--- config.mk ---
export PLATFORM = sky130hd
export DESIGN_NAME = flash_config_protect_regs
export DESIGN_NICKNAME = d
export VERILOG_FILES = /design/src/design/flash_regs_pkg.sv /design/src/design/flash_config_protect_regs.sv
export SDC_FILE = /design/constraint.sdc
export NUM_CORES = 1
export LEC_CHECK = 0
export BUFFER_PORTS_ARGS = -buffer_cell sky130_fd_sc_hd__buf_4
export CAP_MARGIN = 20
export CORE_MARGIN = 3
export CORE_UTILIZATION = 30
export CTS_CLUSTER_SIZE = 28
export DETAILED_ROUTE_END_ITERATION = 12
export PLACE_DENSITY_LB_ADDON = 0.12
export SLEW_MARGIN = 20
export SYNTH_ARGS = -nofsm -noshare
export SYNTH_HDL_FRONTEND = slang
export SYNTH_SLANG_ARGS = --single-unit
--- constraint.sdc ---
create_clock -name ref_clk_i -period 4.1 [get_ports ref_clk_i]
set_input_delay 0.82 -clock ref_clk_i [delete_from_list [all_inputs] [get_ports ref_clk_i]]
set_output_delay 0.82 -clock ref_clk_i [all_outputs]
set_load 0.05 [all_outputs]
--- src/design/flash_regs_pkg.sv ---
// Constants for the flash configuration and protection register set.
// Assumes a 32-bit Avalon-MM slave on byte addresses, one register per aligned word.
package flash_regs_pkg;
   localparam int BANKS = 4;
   // Register byte offsets.
   localparam logic [11:0] CLOCK_DIVIDER_OFS = 12'h100;
   localparam logic [11:0] SECTOR_PROTECTION_OFS = 12'h104;
   localparam logic [11:0] STATUS_REGISTER_OFS = 12'h108;
   localparam logic [11:0] SECURITY_STATE_OFS = 12'h10c;
   localparam logic [11:0] TEST_MODE_CONTROL_OFS = 12'h110;
   localparam logic [11:0] MODULE_CONFIGURATION_OFS = 12'h114;
   // Clock divider fields.
   localparam int DIVIDER_LOADED_BIT = 7;
   localparam int PRESCALE_ENABLE_BIT = 6;
   localparam logic [7:0] CLOCK_DIVIDER_RST = 8'h00;
   localparam logic [2:0] PRESCALE_LAST = 3'h7;
   // Security fields.
   localparam logic [1:0] KEY_ENABLED = 2'h2;
   localparam logic [1:0] UNSECURED = 2'h2;
   // Test mode control fields.
   localparam int WRITE_ALL_BANKS_BIT = 4;
   // Module configuration fields.
   localparam int BUFFER_EMPTY_IRQ_ENABLE_BIT = 7;
   localparam int COMPLETE_IRQ_ENABLE_BIT = 6;
   localparam int KEY_WRITE_GATE_BIT = 5;
   localparam logic [7:0] MODULE_CONFIGURATION_MASK = 8'he3;
   localparam logic [7:0] MODULE_CONFIGURATION_RST = 8'h00;
   // Sector protection fields.
   localparam int PROTECTION_OPEN_BIT = 7;
   localparam int RESERVED_FLAG_BIT = 6;
   localparam int HIGH_RANGE_DISABLE_BIT = 5;
   localparam int LOW_RANGE_DISABLE_BIT = 2;
   localparam logic [7:0] SECTOR_PROTECTION_RST = 8'hff;
   // Status fields.
   localparam int BUFFER_EMPTY_FLAG_BIT = 7;
   localparam int COMMAND_COMPLETE_FLAG_BIT = 6;
   localparam int PROTECTION_VIOLATION_BIT = 5;
   // Protected range geometry inside a block.
   localparam logic [16:0] BLOCK_END = 17'h10000;
   localparam logic [16:0] HIGH_RANGE_MIN = 17'h00800;
   localparam logic [15:0] LOW_RANGE_BASE = 16'h4000;
   localparam logic [15:0] LOW_RANGE_MIN = 16'h0200;
   typedef enum logic {ST_LOAD, ST_RUN} load_state_t;
endpackage

--- src/design/flash_config_protect_regs.sv ---
// Flash module control, configuration, security and per-block protection registers.
// Assumes an Avalon-MM master on ref_clk_i and nonvolatile option bytes valid at reset release.
`timescale 1ns/10ps
`default_nettype none
module flash_config_protect_regs (
   input wire logic ref_clk_i,
   input wire logic reset_n_i,
   input wire logic [11:0] address_i,
   input wire logic read_i,
   input wire logic write_i,
   input wire logic [31:0] writedata_i,
   input wire logic [3:0] byteenable_i,
   output logic [31:0] readdata_o,
   output logic waitrequest_o,
   input wire logic special_mode_i,
   input wire logic [7:0] nv_security_i,
   input wire logic [31:0] nv_protection_i,
   input wire logic unlock_ok_i,
   input wire logic [3:0] buffer_empty_i,
   input wire logic [3:0] command_complete_i,
   input wire logic array_write_i,
   input wire logic [1:0] array_bank_i,
   input wire logic [15:0] array_addr_i,
   input wire logic mass_erase_i,
   output logic launch_o,
   output logic key_word_o,
   output logic key_write_gate_o,
   output logic fclk_tick_o,
   output logic irq_o,
   output logic backdoor_enabled_o,
   output logic secured_o
);
   flash_regs_pkg::load_state_t state_ff;
   logic [7:0] divider_ff;
   logic [7:0] security_ff;
   logic [7:0] config_ff;
   logic wr_all_ff;
   logic [7:0] prot_ff [flash_regs_pkg::BANKS];
   logic [3:0] viol_ff;
   logic [2:0] mode_sync_ff;
   logic special_ff;
   logic waitrequest_ff;
   logic [31:0] readdata_ff;
   logic [2:0] pre_cnt_ff;
   logic [5:0] div_cnt_ff;
   logic fclk_tick_ff;
   logic irq_ff;
   logic launch_ff;
   logic key_word_ff;
   logic backdoor_ff;
   logic secured_ff;
   logic wr_fire;
   logic [7:0] wd;
   logic [7:0] rd_byte;
   logic [1:0] bank;
   logic key_ok;
   logic pre_tick;
   logic hit_viol;

   assign bank = config_ff[1:0];
   assign wd = writedata_i[7:0];
   assign wr_fire = write_i && !waitrequest_ff && byteenable_i[0];
   assign key_ok = (security_ff[7:6] == flash_regs_pkg::KEY_ENABLED);

   function automatic logic prot_hit(input logic [7:0] p, input logic [15:0] a,
                                     input logic mass);
      logic [16:0] hsize;
      logic [15:0] lsize;
      logic in_hi;
      logic in_lo;
      hsize = flash_regs_pkg::HIGH_RANGE_MIN << p[4:3];
      lsize = flash_regs_pkg::LOW_RANGE_MIN << p[1:0];
      in_hi = ({1'b0, a} >= (flash_regs_pkg::BLOCK_END - hsize));
      in_lo = (a >= flash_regs_pkg::LOW_RANGE_BASE) &&
              (a < (flash_regs_pkg::LOW_RANGE_BASE + lsize));
      if (mass) begin
         prot_hit = !(p[flash_regs_pkg::PROTECTION_OPEN_BIT] &&
                      p[flash_regs_pkg::HIGH_RANGE_DISABLE_BIT] &&
                      p[flash_regs_pkg::LOW_RANGE_DISABLE_BIT]);
      end else begin
         prot_hit = !p[flash_regs_pkg::PROTECTION_OPEN_BIT] ||
                    (!p[flash_regs_pkg::HIGH_RANGE_DISABLE_BIT] && in_hi) ||
                    (!p[flash_regs_pkg::LOW_RANGE_DISABLE_BIT] && in_lo);
      end
   endfunction

   assign hit_viol = array_write_i && !config_ff[flash_regs_pkg::KEY_WRITE_GATE_BIT] &&
                     prot_hit(prot_ff[array_bank_i], array_addr_i, mass_erase_i);

   // Reset sequence: one cycle to capture the option bytes, then normal running.
   always_ff @(posedge ref_clk_i or negedge reset_n_i) begin
      if (!reset_n_i) begin
         state_ff <= flash_regs_pkg::ST_LOAD;
      end else begin
         state_ff <= flash_regs_pkg::ST_RUN;
      end
   end

   // Special mode pin passes three flops; a change counts once the last two agree.
   always_ff @(posedge ref_clk_i or negedge reset_n_i) begin
      if (!reset_n_i) begin
         mode_sync_ff <= 3'h0;
         special_ff <= 1'b0;
      end else begin
         mode_sync_ff <= {mode_sync_ff[1:0], special_mode_i};
         if (mode_sync_ff[1] == mode_sync_ff[2]) begin
            special_ff <= mode_sync_ff[2];
         end
      end
   end

   // Bus handshake: one wait cycle, then waitrequest low for one cycle.
   always_ff @(posedge ref_clk_i or negedge reset_n_i) begin
      if (!reset_n_i) begin
         waitrequest_ff <= 1'b1;
         readdata_ff <= 32'h0000_0000;
      end else begin
         if ((read_i || write_i) && waitrequest_ff &&
             state_ff == flash_regs_pkg::ST_RUN) begin
            waitrequest_ff <= 1'b0;
            readdata_ff <= {24'h00_0000, read_i ? rd_byte : 8'h00};
         end else begin
            waitrequest_ff <= 1'b1;
         end
      end
   end

   always_comb begin
      rd_byte = 8'h00;
      case (address_i)
         flash_regs_pkg::CLOCK_DIVIDER_OFS: rd_byte = divider_ff;
         flash_regs_pkg::SECURITY_STATE_OFS: rd_byte = security_ff;
         flash_regs_pkg::TEST_MODE_CONTROL_OFS: begin
            rd_byte[flash_regs_pkg::WRITE_ALL_BANKS_BIT] = wr_all_ff && special_ff;
         end
         flash_regs_pkg::MODULE_CONFIGURATION_OFS: begin
            rd_byte = config_ff & flash_regs_pkg::MODULE_CONFIGURATION_MASK;
         end
         flash_regs_pkg::SECTOR_PROTECTION_OFS: rd_byte = prot_ff[bank];
         flash_regs_pkg::STATUS_REGISTER_OFS: begin
            rd_byte[flash_regs_pkg::BUFFER_EMPTY_FLAG_BIT] = buffer_empty_i[bank];
            rd_byte[flash_regs_pkg::COMMAND_COMPLETE_FLAG_BIT] = command_complete_i[bank];
            rd_byte[flash_regs_pkg::PROTECTION_VIOLATION_BIT] = viol_ff[bank];
         end
         default: rd_byte = 8'h00;
      endcase
   end

   // Clock divider: write once for bits 6-0, loaded flag set by that write.
   always_ff @(posedge ref_clk_i or negedge reset_n_i) begin
      if (!reset_n_i) begin
         divider_ff <= flash_regs_pkg::CLOCK_DIVIDER_RST;
      end else if (wr_fire && address_i == flash_regs_pkg::CLOCK_DIVIDER_OFS &&
                   !divider_ff[flash_regs_pkg::DIVIDER_LOADED_BIT]) begin
         divider_ff <= {1'b1, wd[6:0]};
      end
   end

   // Security state loaded at reset; a backdoor unlock forces the unsecured code.
   always_ff @(posedge ref_clk_i or negedge reset_n_i) begin
      if (!reset_n_i) begin
         security_ff <= 8'h00;
      end else begin
         case (state_ff)
            flash_regs_pkg::ST_LOAD: security_ff <= nv_security_i;
            flash_regs_pkg::ST_RUN: begin
               if (unlock_ok_i && key_ok) begin
                  security_ff[1:0] <= flash_regs_pkg::UNSECURED;
               end
            end
            default: security_ff <= security_ff;
         endcase
      end
   end

   // Test mode control: write-all only held in special modes.
   always_ff @(posedge ref_clk_i or negedge reset_n_i) begin
      if (!reset_n_i) begin
         wr_all_ff <= 1'b0;
      end else if (!special_ff) begin
         wr_all_ff <= 1'b0;
      end else if (wr_fire && address_i == flash_regs_pkg::TEST_MODE_CONTROL_OFS) begin
         wr_all_ff <= wd[flash_regs_pkg::WRITE_ALL_BANKS_BIT];
      end
   end

   // Module configuration: unimplemented bits stay zero.
   always_ff @(posedge ref_clk_i or negedge reset_n_i) begin
      if (!reset_n_i) begin
         config_ff <= flash_regs_pkg::MODULE_CONFIGURATION_RST;
      end else if (wr_fire && address_i == flash_regs_pkg::MODULE_CONFIGURATION_OFS) begin
         config_ff <= wd & flash_regs_pkg::MODULE_CONFIGURATION_MASK;
      end
   end

   // Banked protection and violation state, one copy per flash block.
   genvar gi;
   generate
      for (gi = 0; gi < flash_regs_pkg::BANKS; gi = gi + 1) begin : g_bank
         logic sel;
         assign sel = wr_all_ff || (bank == 2'(gi));
         always_ff @(posedge ref_clk_i or negedge reset_n_i) begin
            if (!reset_n_i) begin
               prot_ff[gi] <= flash_regs_pkg::SECTOR_PROTECTION_RST;
            end else if (state_ff == flash_regs_pkg::ST_LOAD) begin
               prot_ff[gi] <= nv_protection_i[8*gi +: 8];
            end else if (wr_fire && sel &&
                         address_i == flash_regs_pkg::SECTOR_PROTECTION_OFS) begin
               prot_ff[gi][7] <= prot_ff[gi][7] && wd[7];
               prot_ff[gi][5] <= prot_ff[gi][5] && wd[5];
               prot_ff[gi][2] <= prot_ff[gi][2] && wd[2];
               if (prot_ff[gi][flash_regs_pkg::HIGH_RANGE_DISABLE_BIT]) begin
                  prot_ff[gi][4:3] <= wd[4:3];
               end
               if (prot_ff[gi][flash_regs_pkg::LOW_RANGE_DISABLE_BIT]) begin
                  prot_ff[gi][1:0] <= wd[1:0];
               end
            end
         end
         always_ff @(posedge ref_clk_i or negedge reset_n_i) begin
            if (!reset_n_i) begin
               viol_ff[gi] <= 1'b0;
            end else if (hit_viol && array_bank_i == 2'(gi)) begin
               viol_ff[gi] <= 1'b1;
            end else if (wr_fire && sel && address_i == flash_regs_pkg::STATUS_REGISTER_OFS &&
                         wd[flash_regs_pkg::PROTECTION_VIOLATION_BIT]) begin
               viol_ff[gi] <= 1'b0;
            end
         end
      end
   endgenerate

   // Flash timing clock: optional divide by 8, then divide by value plus one.
   assign pre_tick = !divider_ff[flash_regs_pkg::PRESCALE_ENABLE_BIT] ||
                     (pre_cnt_ff == flash_regs_pkg::PRESCALE_LAST);
   always_ff @(posedge ref_clk_i or negedge reset_n_i) begin
      if (!reset_n_i) begin
         pre_cnt_ff <= 3'h0;
         div_cnt_ff <= 6'h00;
         fclk_tick_ff <= 1'b0;
      end else if (!divider_ff[flash_regs_pkg::DIVIDER_LOADED_BIT]) begin
         pre_cnt_ff <= 3'h0;
         div_cnt_ff <= 6'h00;
         fclk_tick_ff <= 1'b0;
      end else begin
         pre_cnt_ff <= pre_tick ? 3'h0 : pre_cnt_ff + 3'h1;
         fclk_tick_ff <= 1'b0;
         if (pre_tick) begin
            if (div_cnt_ff == divider_ff[5:0]) begin
               div_cnt_ff <= 6'h00;
               fclk_tick_ff <= 1'b1;
            end else begin
               div_cnt_ff <= div_cnt_ff + 6'h01;
            end
         end
      end
   end

   // Interrupt request, array write routing and decoded security outputs.
   always_ff @(posedge ref_clk_i or negedge reset_n_i) begin
      if (!reset_n_i) begin
         irq_ff <= 1'b0;
         launch_ff <= 1'b0;
         key_word_ff <= 1'b0;
         backdoor_ff <= 1'b0;
         secured_ff <= 1'b1;
      end else begin
         irq_ff <= (config_ff[flash_regs_pkg::BUFFER_EMPTY_IRQ_ENABLE_BIT] &&
                    |buffer_empty_i) ||
                   (config_ff[flash_regs_pkg::COMPLETE_IRQ_ENABLE_BIT] &&
                    |command_complete_i);
         key_word_ff <= array_write_i && config_ff[flash_regs_pkg::KEY_WRITE_GATE_BIT];
         launch_ff <= array_write_i && !config_ff[flash_regs_pkg::KEY_WRITE_GATE_BIT] &&
                      !hit_viol && (viol_ff == 4'h0);
         backdoor_ff <= key_ok;
         secured_ff <= (security_ff[1:0] != flash_regs_pkg::UNSECURED);
      end
   end

   assign readdata_o = readdata_ff;
   assign waitrequest_o = waitrequest_ff;
   assign launch_o = launch_ff;
   assign key_word_o = key_word_ff;
   assign key_write_gate_o = config_ff[flash_regs_pkg::KEY_WRITE_GATE_BIT];
   assign fclk_tick_o = fclk_tick_ff;
   assign irq_o = irq_ff;
   assign backdoor_enabled_o = backdoor_ff;
   assign secured_o = secured_ff;

   a_div_write_once: assert property (@(posedge ref_clk_i) disable iff (!reset_n_i)
      divider_ff[7] |=> divider_ff[7] && $stable(divider_ff[6:0]))
      else $error("Divider changed after being loaded.");
   a_div_loaded_set: assert property (@(posedge ref_clk_i) disable iff (!reset_n_i)
      (wr_fire && address_i == flash_regs_pkg::CLOCK_DIVIDER_OFS && !divider_ff[7])
      |=> divider_ff[7] && divider_ff[6:0] == $past(writedata_i[6:0]))
      else $error("First divider write not captured.");
   a_prescale_gap: assert property (@(posedge ref_clk_i) disable iff (!reset_n_i)
      (fclk_tick_ff && divider_ff[6] && $past(divider_ff[7])) |=> !fclk_tick_ff [*7])
      else $error("Prescaled timing tick too early.");
   a_unlock_forced: assert property (@(posedge ref_clk_i) disable iff (!reset_n_i)
      (state_ff == flash_regs_pkg::ST_RUN && unlock_ok_i && key_ok)
      |=> security_ff[1:0] == 2'h2 ##1 !secured_ff)
      else $error("Backdoor unlock did not unsecure.");
   a_backdoor_decode: assert property (@(posedge ref_clk_i) disable iff (!reset_n_i)
      ##1 backdoor_enabled_o == ($past(security_ff[7:6]) == 2'h2))
      else $error("Backdoor enable decode wrong.");
   a_test_mode_zero: assert property (@(posedge ref_clk_i) disable iff (!reset_n_i)
      !special_ff |=> !wr_all_ff)
      else $error("Write-all held outside special mode.");
   a_irq_cause: assert property (@(posedge ref_clk_i) disable iff (!reset_n_i)
      irq_o |-> $past((config_ff[7] && |buffer_empty_i) || (config_ff[6] && |command_complete_i)))
      else $error("Interrupt without enabled flag.");
   a_prot_only_clear: assert property (@(posedge ref_clk_i) disable iff (!reset_n_i)
      (state_ff == flash_regs_pkg::ST_RUN && $past(state_ff) == flash_regs_pkg::ST_RUN)
      |-> !$rose(prot_ff[0][7]) && $stable(prot_ff[0][6]))
      else $error("Protection bit returned to open.");
   a_viol_sets: assert property (@(posedge ref_clk_i) disable iff (!reset_n_i)
      hit_viol |=> viol_ff[$past(array_bank_i)] ##1 !launch_o)
      else $error("Violation flag not set.");
endmodule
`default_nettype wire

Yosys cells after proc, flatten, opt, wreduce, memory -nomap -nowiden
Index checks and enable logic that the tools add are counted.

Output and inout port bits: 40. Input bits: 122. Bits in read-only memories: 0. Memories: 0. Bits in registers: 87. Memory bits (writable): 0. Logic and storage cells: 236. Latch bits: 0.

Shifts and indexed selects: 2. Eq/ne operators: 32. $mul: 0. $lt $le $gt $ge: 6. Muxes and demuxes: 62. Bitwise gates (word level): 3. Add/sub/neg operators: 4. Reductions and logical operators: 89. Div/mod/pow operators: 0.

Operators by type and width (number): == test 12 x 9 -> 1 bit (second input constant) (6); 2-to-1 mux 6 bit (11); logical AND 1 bit (54); 2-to-1 mux 8 bit (5); binary-select mux 8 bit (select 2 bit) (2); inequality test 2 x 1 -> 1 bit (second input constant) (15); 2-to-1 mux 1 bit (26); 2-to-1 mux 2 bit (9); >= comparator 16 x 17 -> 1 bit (1); left shift 12 x 2 -> 17 bit (first input constant) (1); subtractor 17 bit (first input constant) (1); adder 15 x 16 -> 16 bit (first input constant) (1); >= comparator 16 x 15 -> 1 bit (second input constant) (1); < comparator 16 bit (1); one-hot mux 4 bit (4 select lines) (1); AND reduction 2 bit (8); left shift 10 x 2 -> 16 bit (first input constant) (1); one-hot mux 3 bit (5 select lines) (1); == test 2 bit (second input constant) (5); logical NOT 1 bit (9); logical OR 1 bit (9); nonzero test 2 bit (4); OR reduction 4 bit (2); adder 6 x 1 -> 6 bit (second input constant) (1); other kinds (16) (23).

Depth between registers and ports, before layout
Gate-level depths: netlist of run 1.

Depth after elaboration: 15. Depth in mapped cells: 11. Mapped depth without buffers: 10.

Least setup slack after synthesis of run 1
Ideal clock, no wire load.

Path kind: input to register. From: input port array_bank_i[1]. To: register viol_ff[0]. Stages: 11. Buffers on the path: 1. Slack: 944 ps. Library setup time: 110 ps. Required time: 3990 ps. Arrival: 3045 ps. Cells stage by stage: clkbuf_1 -> mux4_2 -> or2_2 -> ha_1 -> inv_1 -> ha_1 -> o211ai_1 -> a21oi_1 -> o21bai_1 -> o311a_1 -> o41ai_1.

Cells in the longest elaborated chain, start to end: 14. Elaborated cells on any way between the ends: 27. Those cells by class: add/sub: 2; order compare: 2; shift: 2; mux: 5; bitwise: 1; reduce/logical: 15.

RTL lines: start, declared (line flash_config_protect_regs.sv:22) `input wire logic [1:0] array_bank_i,`; inverter 2 -> 3 bit (implied by the code) (line flash_config_protect_regs.sv:88) `prot_hit(prot_ff[array_bank_i], array_addr_i, mass_erase_i);`; binary-select mux 8 bit (select 2 bit) (line flash_config_protect_regs.sv:88); 2-to-1 mux 8 bit (implied by the code) (2 in a row) (line flash_config_protect_regs.sv:88); left shift 12 x 2 -> 17 bit / left shift 10 x 2 -> 16 bit (equally long branches) (line flash_config_protect_regs.sv:71, flash_config_protect_regs.sv:72); subtractor 17 bit / adder 15 x 16 -> 16 bit (equally long branches) (line flash_config_protect_regs.sv:73, flash_config_protect_regs.sv:75); >= comparator 16 x 17 -> 1 bit / < comparator 16 bit (equally long branches) (line flash_config_protect_regs.sv:73, flash_config_protect_regs.sv:75); logical AND 1 bit (on tied branches) (line flash_config_protect_regs.sv:82, flash_config_protect_regs.sv:74); logical OR 1 bit / logical AND 1 bit (equally long branches) (line flash_config_protect_regs.sv:81, flash_config_protect_regs.sv:83); logical OR 1 bit (line flash_config_protect_regs.sv:82) `(!p[flash_regs_pkg::HIGH_RANGE_DISABLE_BIT] && in_hi) ||`; 2-to-1 mux 1 bit (line flash_config_protect_regs.sv:76) `if (mass) begin`; logical AND 1 bit (line flash_config_protect_regs.sv:87) `assign hit_viol = array_write_i && !config_ff[flash_regs_pkg::KEY_WRITE_GATE_BIT] &&`; logical AND 1 bit * (line flash_config_protect_regs.sv:223) `end else if (hit_viol && array_bank_i == 2'(gi)) begin`; 2-to-1 mux 1 bit / nonzero test 2 bit (equally long branches); end signal, assigned by index (line flash_config_protect_regs.sv:222) `viol_ff[gi] <= 1'b0;`; end signal, assigned by index (line flash_config_protect_regs.sv:224) `viol_ff[gi] <= 1'b1;`; end signal, assigned by index (line flash_config_protect_regs.sv:227) `viol_ff[gi] <= 1'b0;`; end, declared (line flash_config_protect_regs.sv:39) `logic [3:0] viol_ff;`.

Mark *: on every way between the ends. The rest lies on a longest branch, timed or not. The select of a mux whose other input is x is not followed. A chain may end at the register's enable or synchronous reset.

Final worst setup path of run 1
From: input port array_bank_i[0]. To: register viol_ff[3].

The elaborated chain is that of the path after synthesis.

==> results.md, run 1 <==
- Outcome: complete, no violations
- Synth Area in XOR/XNOR: 0.01030
- Path depth of the worst reg2reg path: 10
- Dominant combinational cell family by area after synthesis: multiplexers
- Count of nets after finishing: 692
- Hold wc startpoint: mode_sync_ff[0]
- Number of maximum-capacitance constraint violations: 0
- Data arrival at the endpoint of the critical path: 3.37 ns
- Synthesized instance count: 468
- Total negative slack for setup checks: 0 ns
- Die Outline Area: 18610 µm²
- Number of standard-cell rows in the floorplan: 47
- Depth of the worst hold-timing path: 0
- Final critical-path required period: 3.137 ns
- I/O pin count: 162
- Area delta synth->final: 22.48%
- Number of buffers created by CTS: 9
- R2R Path Start: prot_ff[4]
- Number of slew-limit violations in the final report: 0
- Post_cts resized: 0
- Sequential power share: 0.444
- Unrepaired setup endpoints after global routing: false
- Part of the power in combinational logic: 0.154
- Worst clock skew on the final layout: 0.005505 ns
- Synthesized cell area: 5104 µm²
- Worst hold path class: reg -> reg
- Placed wire-length estimate: 10.59 mm
- Switching power: 0.0005727 W
- Sequential share of the synthesized area: 0.4349
- TritonCTS clock tree: built
- Final number of hold-violating endpoints: 0
- Tightest slew margin relative to the limit: 0.3872
- Vias post-DR: 3865
- Synthesis warning total: 0
- Clock power share: 0.401
- Count of port buffers added during placement: 101
- Required time worst endpoint: 4.33 ns
- CTS Buffer Depth: 2
- Share of flip-flops with an asynchronous set or reset: 1.000
- Type of element capturing the critical path: register
- Number of inserted filler cells in the final layout: 1674
- Simple logic cell fraction of the synthesized area: 0.1388
- F_max: 318.8 MHz
- Layout cell share with drive strength beyond 1: 0.3766
- Post-Synth Adder-Cell Area: 0.03334
- Library cell used as clock root buffer: clkbuf_16
- Drc violations: 0
- Post-cts hold buffer count: 0
- Total congestion overflow: 0
- Total power divided by cell area: 346.4 nW/µm²
- Area taken by flip-flops and latches: 2221 µm²
- Number of levels the H-tree was split into: 3
- Starting density of the core: 0.3067
- Iteration-0 DRC Markers: 204
- Biggest fanout along the worst timing path: 10
- 1st-pass router iterations: 5
- Core Box Area: 16640 µm²
- Number of synthesized flops with an enable pin: 0
- Area of the multi-input gates: 2591 µm²
- Vias per cell: 4.936
- Leading register cell type out of synthesis: dfrtp_1
- Terminus of the critical flop-to-flop path: viol_ff[3]
- Sink of the worst hold path: mode_sync_ff[1]
- Via count of the first global-routing pass: 4035
- Mux share of post-synthesis cell area: 0.1736
- Maximum number of pins on one net before global-route repair: 76
- Reg-to-reg setup timing slack: 1.35 ns
- CP Class: in -> reg
- Synthesized-area fraction occupied by ao, oa, aoi and oai cells: 0.1334
- Fraction of power spent switching nets: 0.2645
- Count of distinct cell types in the synthesized netlist: 59
- Die X-Extent: 136.4 µm
- Global-route usage over all layers: 0.1556
- Clk slew on worst S/H paths: 0.06 ns
- Post-route fraction of the period consumed by the critical path: 0.7651
- Internal power: 0.001592 W
- Post-route ant nets: 0
- Average wire length per cell after detail routing: 17.86 µm
- Post-CTS setup buffer count: 0
- Launching element type of the critical path: input port
- Mean post-synth cell area: 10.91 µm²
- Worst slack on hold paths: 0.3606 ns
- Leak: 2.807 nW
- Global-route wire length before repair: 21.94 mm
- Worst vdd ir: 0.1906 mV
- Clock insertion delay at the later pin of the skew report: 0.34 ns
- Antenna cell count: 0
- Setup-violating endpoint count in the final report: 0
- WL final: 13.99 mm
- Routability-driven placement congestion ratio: 0.8024
- Actual slew at the worst max-slew pin: 0.9193 ns
- Number of antenna violations at the first check in global routing: 0
- Floorplan die height: 136.4 µm
- CTS sink count: 87
- Number of synthesized register bits: 87
==> synthesized netlist by cell type, types with 7 or more instances <==
master / count / area share
dfrtp_1: 53 / 0.26
clkbuf_1: 8 / 0.0059
nor2b_1: 8 / 0.0098
o211ai_1: 14 / 0.021
nand3_1: 7 / 0.0069
a21oi_1: 25 / 0.025
inv_1: 18 / 0.013
mux4_2: 17 / 0.075
o21ai_0: 30 / 0.029
ha_1: 12 / 0.029
mux2i_1: 21 / 0.041
buf_4: 29 / 0.043
a22oi_1: 9 / 0.013
mux2_2: 24 / 0.053
dfstp_2: 34 / 0.18
nor2_1: 29 / 0.021
a21boi_0: 8 / 0.012
nand2b_1: 7 / 0.0086
nand2_1: 21 / 0.015
==> final cells by class <==
cell class	count	share of cell area
Tap cell	220	0.04404
Inverter	18	0.01081
Multi-Input combinational cell	339	0.4145
Timing Repair Buffer	103	0.1243
Clock inverter	4	0.008407
Sequential cell	87	0.3553
Clock buffer	12	0.04263
==> sequential cells by signal (all words and copies together), names as in the netlist <==
register,flops
backdoor_enabled_o,1
config_ff,5
div_cnt_ff,6
divider_ff,8
fclk_tick_o,1
irq_o,1
key_word_o,1
launch_o,1
mode_sync_ff,3
pre_cnt_ff,3
prot_ff,32
readdata_o,8
secured_o,1
security_ff,8
special_ff,1
state_ff,1
viol_ff,4
waitrequest_o,1
wr_all_ff,1
==> per-layer routing <==
metal	vias to the layer above	wire length [µm]	GRT usage
li1	1860	-	-
met1	1898	6384	0.2139
met2	96	6762	0.2477
met3	11	660	0.03886
met4	0	178	0.03639
met5	-	0	0
==> layout by cell type, fill, tap and decap left out, types with 9 or more instances in the layout <==
master,n
a22oi_1,9
clkbuf_16,9
nand2_1,21
a21oi_1,25
o21ai_0,30
mux2_2,24
dfstp_2,34
mux4_2,17
inv_1,18
ha_1,12
dfrtp_1,52
buf_4,102
mux2i_1,21
o211ai_1,14
conb_1,25
nor2_1,29
==> worst max-delay path: stages <==
cell and delay, ns:
buf_4 0.21, mux4_2 0.57, or2_2 0.33, ha_1 0.28
inv_1 0.04, ha_1 0.26, o211ai_1 0.08, a21oi_1 0.15
o21bai_1 0.08, o311a_1 0.18, o41ai_1 0.35
==> through the flow <==
step | utilization | setup slack [ns] | area (µm²) | total power (W) | instances
5_1_grt | 0.3756 | 0.7827 | 6251 | 0.002272 | 783
4_1_cts | 0.3754 | 0.9505 | 6247 | 0.002202 | 783
3_3_place_gp | 0.3562 | 0.6154 | 5928 | 0.001308 | 767
2_1_floorplan | - | 0.9444 | 5190 | 0.001186 | 491
6_report | 0.3756 | 0.9633 | 6251 | 0.002165 | 783
3_5_place_dp | 0.3562 | 0.6014 | 5928 | 0.001315 | 767
==> worst max path at each step <==
stage                          from    endpoint  slack, ns  cells past startpoint
global placement    array_bank_i[0]  viol_ff[3]       0.62                     11
finish              array_bank_i[0]  viol_ff[3]       0.96                     11
floorplan           array_bank_i[1]  viol_ff[0]       0.94                     11
CTS                 array_bank_i[0]  viol_ff[3]       0.95                     11
detailed placement  array_bank_i[0]  viol_ff[3]       0.60                     11
global route        array_bank_i[0]  viol_ff[0]       0.78                     11
==> kinds of logic (layout without fill, tap and decap cells) <==
family                   count (synthesis)  count (layout)
XOR/XNOR                                 6               6
multiplexers                            64              64
AND/OR/NAND/NOR                        122             122
buffers and inverters                   65             137
other                                    2              25
flip-flops                              87              87
AO/OA/AOI/OAI                          108             108
adder cells (fa/ha/maj)                 14              14
==> power groups by stage <==
| stage | clock (W) | sequential [W] | combinational, W |
|---|---|---|---|
| 2_1_floorplan | 0 | 0.000972 | 0.000215 |
| 3_5_place_dp | 0 | 0.000976 | 0.000338 |
| 6_report | 0.000869 | 0.000962 | 0.000334 |
| 3_3_place_gp | 0 | 0.000974 | 0.000334 |
| 5_1_grt | 0.000935 | 0.000968 | 0.000369 |
| 4_1_cts | 0.000901 | 0.000962 | 0.000339 |
(Power assumes the default switching activity.)
==> run 2, diff against run 1 <==
==> constraint.sdc (replaced) <==
create_clock -name ref_clk_i -period 2.9 [get_ports ref_clk_i]
set_input_delay 0.58 -clock ref_clk_i [delete_from_list [all_inputs] [get_ports ref_clk_i]]
set_output_delay 0.58 -clock ref_clk_i [all_outputs]
set_load 0.05 [all_outputs]
==> results.md, run 2 (synthesis gave the netlist of run 1 again) <==
- Core Box Area: 16640 µm² (unchanged)
- CTS sink count: 87 (unchanged)
- Starting density of the core: 0.3067 (unchanged)
- Post-layout worst setup margin: 0.1671 ns (was 0.9633 ns)
- Final critical-path required period: 2.733 ns
- Setup-violating endpoint count in the final report: 0 (unchanged)
- Post-cts hold buffer count: 0 (unchanged)
- Final number of hold-violating endpoints: 0 (unchanged)
- Post-route fraction of the period consumed by the critical path: 0.9424
- Worst vdd ir: 0.2775 mV (was 0.1906 mV)
- Library cell used as clock root buffer: clkbuf_16 (unchanged)
- Floorplan die height: 136.4 µm (unchanged)
- 1st-pass router iterations: 4 (was 5)
- Layout cell share with drive strength beyond 1: 0.3868 (was 0.3766)
- Required time worst endpoint: 3.14 ns (was 4.33 ns)
- Path depth of the worst reg2reg path: 10 (unchanged)
- Number of levels the H-tree was split into: 3 (unchanged)
- Count of port buffers added during placement: 101 (unchanged)
- Average wire length per cell after detail routing: 17.66 µm (was 17.86 µm)
- Antenna cell count: 0 (unchanged)
- Type of element capturing the critical path: register (unchanged)
- Worst hold path class: in -> async (was reg -> reg)
- Critical path, cell by cell: buf_4 > mux4_2 > or2_4 > ha_1 > inv_1 > ha_1 > o211ai_1 > a21oi_1 > o21bai_1 > o311a_1 > o41ai_1 (was buf_4 > mux4_2 > or2_2 > ha_1 > inv_1 > ha_1 > o211ai_1 > a21oi_1 > o21bai_1 > o311a_1 > o41ai_1)
- Flip-flop count of the largest register after layout: 32 (unchanged)
- Placed wire-length estimate: 10.83 mm (was 10.59 mm)
- Commonest cells after routing, fill and taps aside: 114 x buf_4, 52 x dfrtp_1, 34 x dfstp_2 (was 102 x buf_4, 52 x dfrtp_1, 34 x dfstp_2)
- Terminus of the critical flop-to-flop path: viol_ff[3] (unchanged)
- Number of buffers created by CTS: 9 (unchanged)
- Die X-Extent: 136.4 µm (unchanged)
- CP Class: in -> reg (unchanged)
- Total chip power: 0.002973 W (was 0.002165 W)
- I/O pin count: 162 (unchanged)
- Via count of the first global-routing pass: 4081 (was 4035)
- F_max: 365.9 MHz
- Worst slack on hold paths: 0.3221 ns (was 0.3606 ns)
- TritonCTS clock tree: built (unchanged)
- Largest stage delay, worst path: 0.54 ns (was 0.57 ns)
- Number of maximum-capacitance constraint violations: 0 (unchanged)
- Worst clock skew on the final layout: 0.01068 ns (was 0.005505 ns)
- Worst slack after detailed placement: -0.1991 ns (was 0.6014 ns)
- Number of antenna violations at the first check in global routing: 0 (unchanged)
- Most flop-heavy register: prot_ff (unchanged)
- Cell with the biggest individual delay on the critical path: mux4_2 (unchanged)
- WL final: 14.02 mm (was 13.99 mm)
- Clock insertion delay at the later pin of the skew report: 0.35 ns (was 0.34 ns)
- Tightest slew margin relative to the limit: 0.4337 (was 0.3872)
- Global-route wire length before repair: 22.08 mm (was 21.94 mm)
- Iteration-0 DRC Markers: 276 (was 204)
- Sum of buffers and inverters on the critical path: 2 (unchanged)
- Critical path's most frequent cell: ha_1 (unchanged)
- Number of slew-limit violations in the final report: 0 (unchanged)
- Total congestion overflow: 0 (unchanged)
- Kind of cell with the highest combined delay on the critical path: compound AO/OA/AOI/OAI gates (unchanged)
- Vias post-DR: 3840 (was 3865)
- Routability-driven placement congestion ratio: 0.8171 (was 0.8024)
- Drc violations: 0 (unchanged)
- Unrepaired setup endpoints after global routing: false (unchanged)
- Actual slew at the worst max-slew pin: 0.8495 ns (was 0.9193 ns)
- Count of nets after finishing: 703 (was 692)
- Data arrival at the endpoint of the critical path: 2.97 ns (was 3.37 ns)
- R2R Path Start: prot_ff[3] (was prot_ff[4])
- CTS Buffer Depth: 2 (unchanged)
- Launching element type of the critical path: input port (unchanged)
- Reg-to-reg setup timing slack: 0.23 ns (was 1.35 ns)
- Biggest fanout along the worst timing path: 5 (was 10)
- Maximum number of pins on one net before global-route repair: 66 (was 76)
- Post-route ant nets: 0 (unchanged)
- Number of standard-cell rows in the floorplan: 47 (unchanged)
- Die Outline Area: 18610 µm² (unchanged)
- Outcome: complete, no violations (unchanged)
- Most common cell after layout, fill and taps aside: buf_4 (unchanged)
- Total power divided by cell area: 471.5 nW/µm² (was 346.4 nW/µm²)
- Leak: 2.840 nW (was 2.807 nW)
- Clk slew on worst S/H paths: 0.07 ns (was 0.06 ns)
- Area delta synth->final: 23.56% (was 22.48%)
- Vias per cell: 4.836 (was 4.936)
- Global-route usage over all layers: 0.1559 (was 0.1556)
## run 2: cell count changes in the layout (fill, tap and decap cells not counted), sizes merged
| cell | change |
|---|---|
| buf | +11 |
| inv | +1 |
| clkbuf | +1 |
| bufinv | -1 |
| clkinv | -2 |
| clkinvlp | +1 |
## run 2: metrics by stage
stage	area (µm²)	setup TNS [ns]	utilization	std cells
final	6306	0	0.3789	794
after global routing	6306	0	0.3789	794
after CTS	6299	0	0.3785	794
after detailed placement	6013	-0.7295	0.3613	778
after global placement	6013	-0.7350	0.3613	778
after floorplan	5197	0	-	491
## run 2: final cells by class
cell class                 instances  area, µm²
clock buffer                      13      260.3
inverter                          18      67.56
sequential                        87       2221
timing repair buffer             114      855.8
fill                            1665      10340
clock inverter                     3      25.02
multi-input combinational        339       2601
tap                              220      275.3
## run 2: timing repair
item,in CTS,in global routing
setup buffers,0,0
resized for setup,0,1
setup endpoints to repair,0,1
## run 2: worst max path at each step
| stage | to | slack [ns] | cells after the start | from |
|---|---|---|---|---|
| after global placement | viol_ff[1] | -0.19 | 11 | array_bank_i[0] |
| after floorplan | viol_ff[1] | 0.02 | 11 | array_bank_i[0] |
| after CTS | viol_ff[1] | 0.15 | 11 | array_bank_i[0] |
| final | viol_ff[3] | 0.17 | 11 | array_bank_i[0] |
| after detailed placement | viol_ff[1] | -0.20 | 11 | array_bank_i[0] |
| after global routing | viol_ff[2] | 0.02 | 11 | array_bank_i[0] |
## run 2: worst reg2reg max path, delay by kind of cell (launching register included)
kind / cells / cell delay, ns
adder cells (fa/ha/maj): 2 / 0.53
flip-flops: 1 / 0.38
buffers and inverters: 1 / 0.04
AND/OR/NAND/NOR: 1 / 0.25
multiplexers: 1 / 0.51
AO/OA/AOI/OAI: 5 / 0.85
## run 2: metal layers
layer | vias to the layer above | part of all wire | GRT usage
met1 | 1878 | 0.47 | 0.2155
met5 | - | 0 | 0
met4 | 0 | 0.017 | 0.05991
met3 | 14 | 0.034 | 0.02480
li1 | 1868 | - | -
met2 | 80 | 0.48 | 0.2460
## run 2: report_power, final
group	switching (W)	leakage, nW	internal (W)
logic	0.000271	1.66	0.000215
clock network	0.000493	0.136	0.000633
registers	0.0000520	1.05	0.00131
total	0.000817	2.84	0.00216
==> run 3, diff against run 2 <==
--- a/config.mk
+++ b/config.mk
@@ -7,6 +7,7 @@
 export LEC_CHECK = 0
 export BUFFER_PORTS_ARGS = -buffer_cell sky130_fd_sc_hd__buf_4
 export CAP_MARGIN = 20
+export CORE_ASPECT_RATIO = 0.8
 export CORE_MARGIN = 3
 export CORE_UTILIZATION = 30
 export CTS_CLUSTER_SIZE = 28
==> results.md, run 3 (synthesis gave the netlist of run 1 again) <==
- Routability-driven placement congestion ratio: 0.8078 (was 0.8171)
- Number of inserted filler cells in the final layout: 1648 (was 1665)
- Required time worst endpoint: 3.13 ns (was 3.14 ns)
- Worst slack on hold paths: 0.2626 ns (was 0.3221 ns)
- Number of maximum-capacitance constraint violations: 0 (unchanged)
- Final Instance Area: 6336 µm² (was 6306 µm²)
- Most common cell after layout, fill and taps aside: buf_4 (unchanged)
- Placed wire-length estimate: 11.05 mm (was 10.83 mm)
- Clk slew on worst S/H paths: 0.06 ns (was 0.07 ns)
- Final critical-path required period: 2.738 ns (was 2.733 ns)
- Cell area reported after detailed placement: 6012 µm² (was 6013 µm²)
- Floorplan die height: 122.7 µm (was 136.4 µm)
- Area delta synth->final: 24.15% (was 23.56%)
- Vias per cell: 5.033 (was 4.836)
- Core Box Area: 16210 µm² (was 16640 µm²)
- Vias post-DR: 3966 (was 3840)
- CTS Buffer Depth: 2 (unchanged)
- Unrepaired setup endpoints after global routing: false (unchanged)
- Reg-to-reg setup timing slack: 0.23 ns (about the same)
- CP Class: in -> reg (unchanged)
- Via count of the first global-routing pass: 4036 (was 4081)
- Setup-violating endpoint count in the final report: 0 (unchanged)
- F_max: 365.3 MHz (was 365.9 MHz)
- Data arrival at the endpoint of the critical path: 2.96 ns (was 2.97 ns)
- Average wire length per cell after detail routing: 18.07 µm (was 17.66 µm)
- Commonest cells after routing, fill and taps aside: 112 x buf_4, 52 x dfrtp_1, 34 x dfstp_2 (was 114 x buf_4, 52 x dfrtp_1, 34 x dfstp_2)
- Total congestion overflow: 0 (unchanged)
- Clock insertion delay at the later pin of the skew report: 0.34 ns (was 0.35 ns)
- Beginning of the critical path: array_bank_i[0] (unchanged)
- Actual slew at the worst max-slew pin: 0.8808 ns (was 0.8495 ns)
- WL final: 14.24 mm (was 14.02 mm)
- Sum of buffers and inverters on the critical path: 2 (unchanged)
- 1st-pass router iterations: 5 (was 4)
- Number of standard-cell rows in the floorplan: 41 (was 47)
- Worst vdd ir: 0.3097 mV (was 0.2775 mV)
- Launching element type of the critical path: input port (unchanged)
- Worst path depth: 11 (unchanged)
- Worst hold path class: in -> async (unchanged)
- Largest stage delay, worst path: 0.56 ns (was 0.54 ns)
- CTS sink count: 87 (unchanged)
- Total power divided by cell area: 488.7 nW/µm² (was 471.5 nW/µm²)
- TritonCTS clock tree: built (unchanged)
- Flip-flop count of the largest register after layout: 32 (unchanged)
- Antenna cell count: 0 (unchanged)
- Die X-Extent: 151.8 µm (was 136.4 µm)
- Count of port buffers added during placement: 101 (unchanged)
- Die Outline Area: 18620 µm² (was 18610 µm²)
- Number of slew-limit violations in the final report: 0 (unchanged)
- Type of element capturing the critical path: register (unchanged)
- Critical path, cell by cell: buf_4 > mux4_2 > or2_4 > ha_1 > inv_1 > ha_1 > o211ai_1 > a21oi_1 > o21bai_1 > o311a_1 > o41ai_1 (unchanged)
- Layout cell share with drive strength beyond 1: 0.3857 (was 0.3868)
- Number of antenna violations at the first check in global routing: 0 (unchanged)
- Worst clock skew on the final layout: 0.006775 ns (was 0.01068 ns)
- Total chip power: 0.003096 W (was 0.002973 W)
- Number of levels the H-tree was split into: 3 (unchanged)
- Cell with the biggest individual delay on the critical path: mux4_2 (unchanged)
- R2R Path Start: prot_ff[3] (unchanged)
- Terminus of the critical flop-to-flop path: viol_ff[2] (was viol_ff[3])
- Drc violations: 0 (unchanged)
- Post-cts hold buffer count: 0 (unchanged)
- Post-CTS setup buffer count: 0 (unchanged)
- Leak: 2.860 nW (was 2.840 nW)
- Most flop-heavy register: prot_ff (unchanged)
- Global-route wire length before repair: 22.53 mm (was 22.08 mm)
- Critical path's most frequent cell: ha_1 (unchanged)
- Library cell used as clock root buffer: clkbuf_16 (unchanged)
- Post-route ant nets: 0 (unchanged)
- Number of buffers created by CTS: 9 (unchanged)
- Iteration-0 DRC Markers: 243 (was 276)
- Kind of cell with the highest combined delay on the critical path: compound AO/OA/AOI/OAI gates (unchanged)
- Count of nets after finishing: 702 (was 703)
- Path depth of the worst reg2reg path: 10 (unchanged)
- Final number of hold-violating endpoints: 0 (unchanged)
- Outcome: complete, no violations (unchanged)
- Maximum number of pins on one net before global-route repair: 61 (was 66)
- Tightest slew margin relative to the limit: 0.4102 (was 0.4337)
- I/O pin count: 162 (unchanged)
- Starting density of the core: 0.3148 (was 0.3067)
- Timing endpoint of the critical path: viol_ff[2] (was viol_ff[3])
- Post-route fraction of the period consumed by the critical path: 0.9441 (was 0.9424)
- Global-route usage over all layers: 0.1551 (was 0.1559)
- Biggest fanout along the worst timing path: 5 (unchanged)
[run 3: per-layer routing]
| metal | share of wire | wire, µm | global-route usage |
|---|---|---|---|
| met1 | 0.49 | 7042 | 0.2287 |
| met2 | 0.44 | 6273 | 0.2309 |
| met3 | 0.053 | 749 | 0.03701 |
| met4 | 0.012 | 171 | 0.03706 |
| met5 | 0 | 0 | 0 |
[run 3: worst min path at each step]
stage / from / end / slack (ns) / cells after the start
global placement: mode_sync_ff[0] / mode_sync_ff[1] / 0.34 / 0
global route: reset_n_i / viol_ff[1] / 0.29 / 1
CTS: reset_n_i / launch_o / 0.27 / 1
detailed placement: mode_sync_ff[0] / mode_sync_ff[1] / 0.34 / 0
floorplan: reset_n_i / backdoor_enabled_o / 0.28 / 0
finish: reset_n_i / viol_ff[0] / 0.26 / 1
[run 3: through the flow]
step | std cells | utilization | TNS (ns) | setup slack (ns)
floorplan | 491 | - | 0 | 0.02461
global placement | 772 | 0.3709 | -0.7814 | -0.2166
detailed placement | 772 | 0.3709 | -0.7417 | -0.1973
CTS | 788 | 0.3904 | 0 | 0.1314
global route | 788 | 0.3909 | 0 | 0.06097
finish | 788 | 0.3909 | 0 | 0.1622
[run 3: worst reg2reg max path, cell delays in order (launching register included)]
cell,delay [ns]
dfstp_2,0.38
mux4_2,0.51
or2_4,0.26
ha_1,0.27
inv_1,0.04
ha_1,0.27
o211ai_1,0.09
a21oi_1,0.14
o21bai_1,0.07
o311a_1,0.19
o41ai_1,0.34
[run 3: cell type report]
type                    instances  area, µm²  area share
multi-input cells             339       2601      0.4105
inverters                      18      67.56     0.01066
flip-flops and latches         87       2221      0.3505
repair buffers                113      860.8      0.1359
clock buffers                  12      246.5     0.03890
clock inverters                 4      70.07     0.01106
well taps                     215      269.0     0.04246
[run 3: timing repair]
item                                   CTS  global route
endpoints found under the hold margin    0             0
resized for setup                        0             1
setup endpoints to repair                0             1
[run 3: power by group]
part | internal [W] | leakage, nW | switching (W)
logic | 0.000216 | 1.66 | 0.000276
registers | 0.00131 | 1.05 | 0.0000547
clock network | 0.000776 | 0.157 | 0.000464
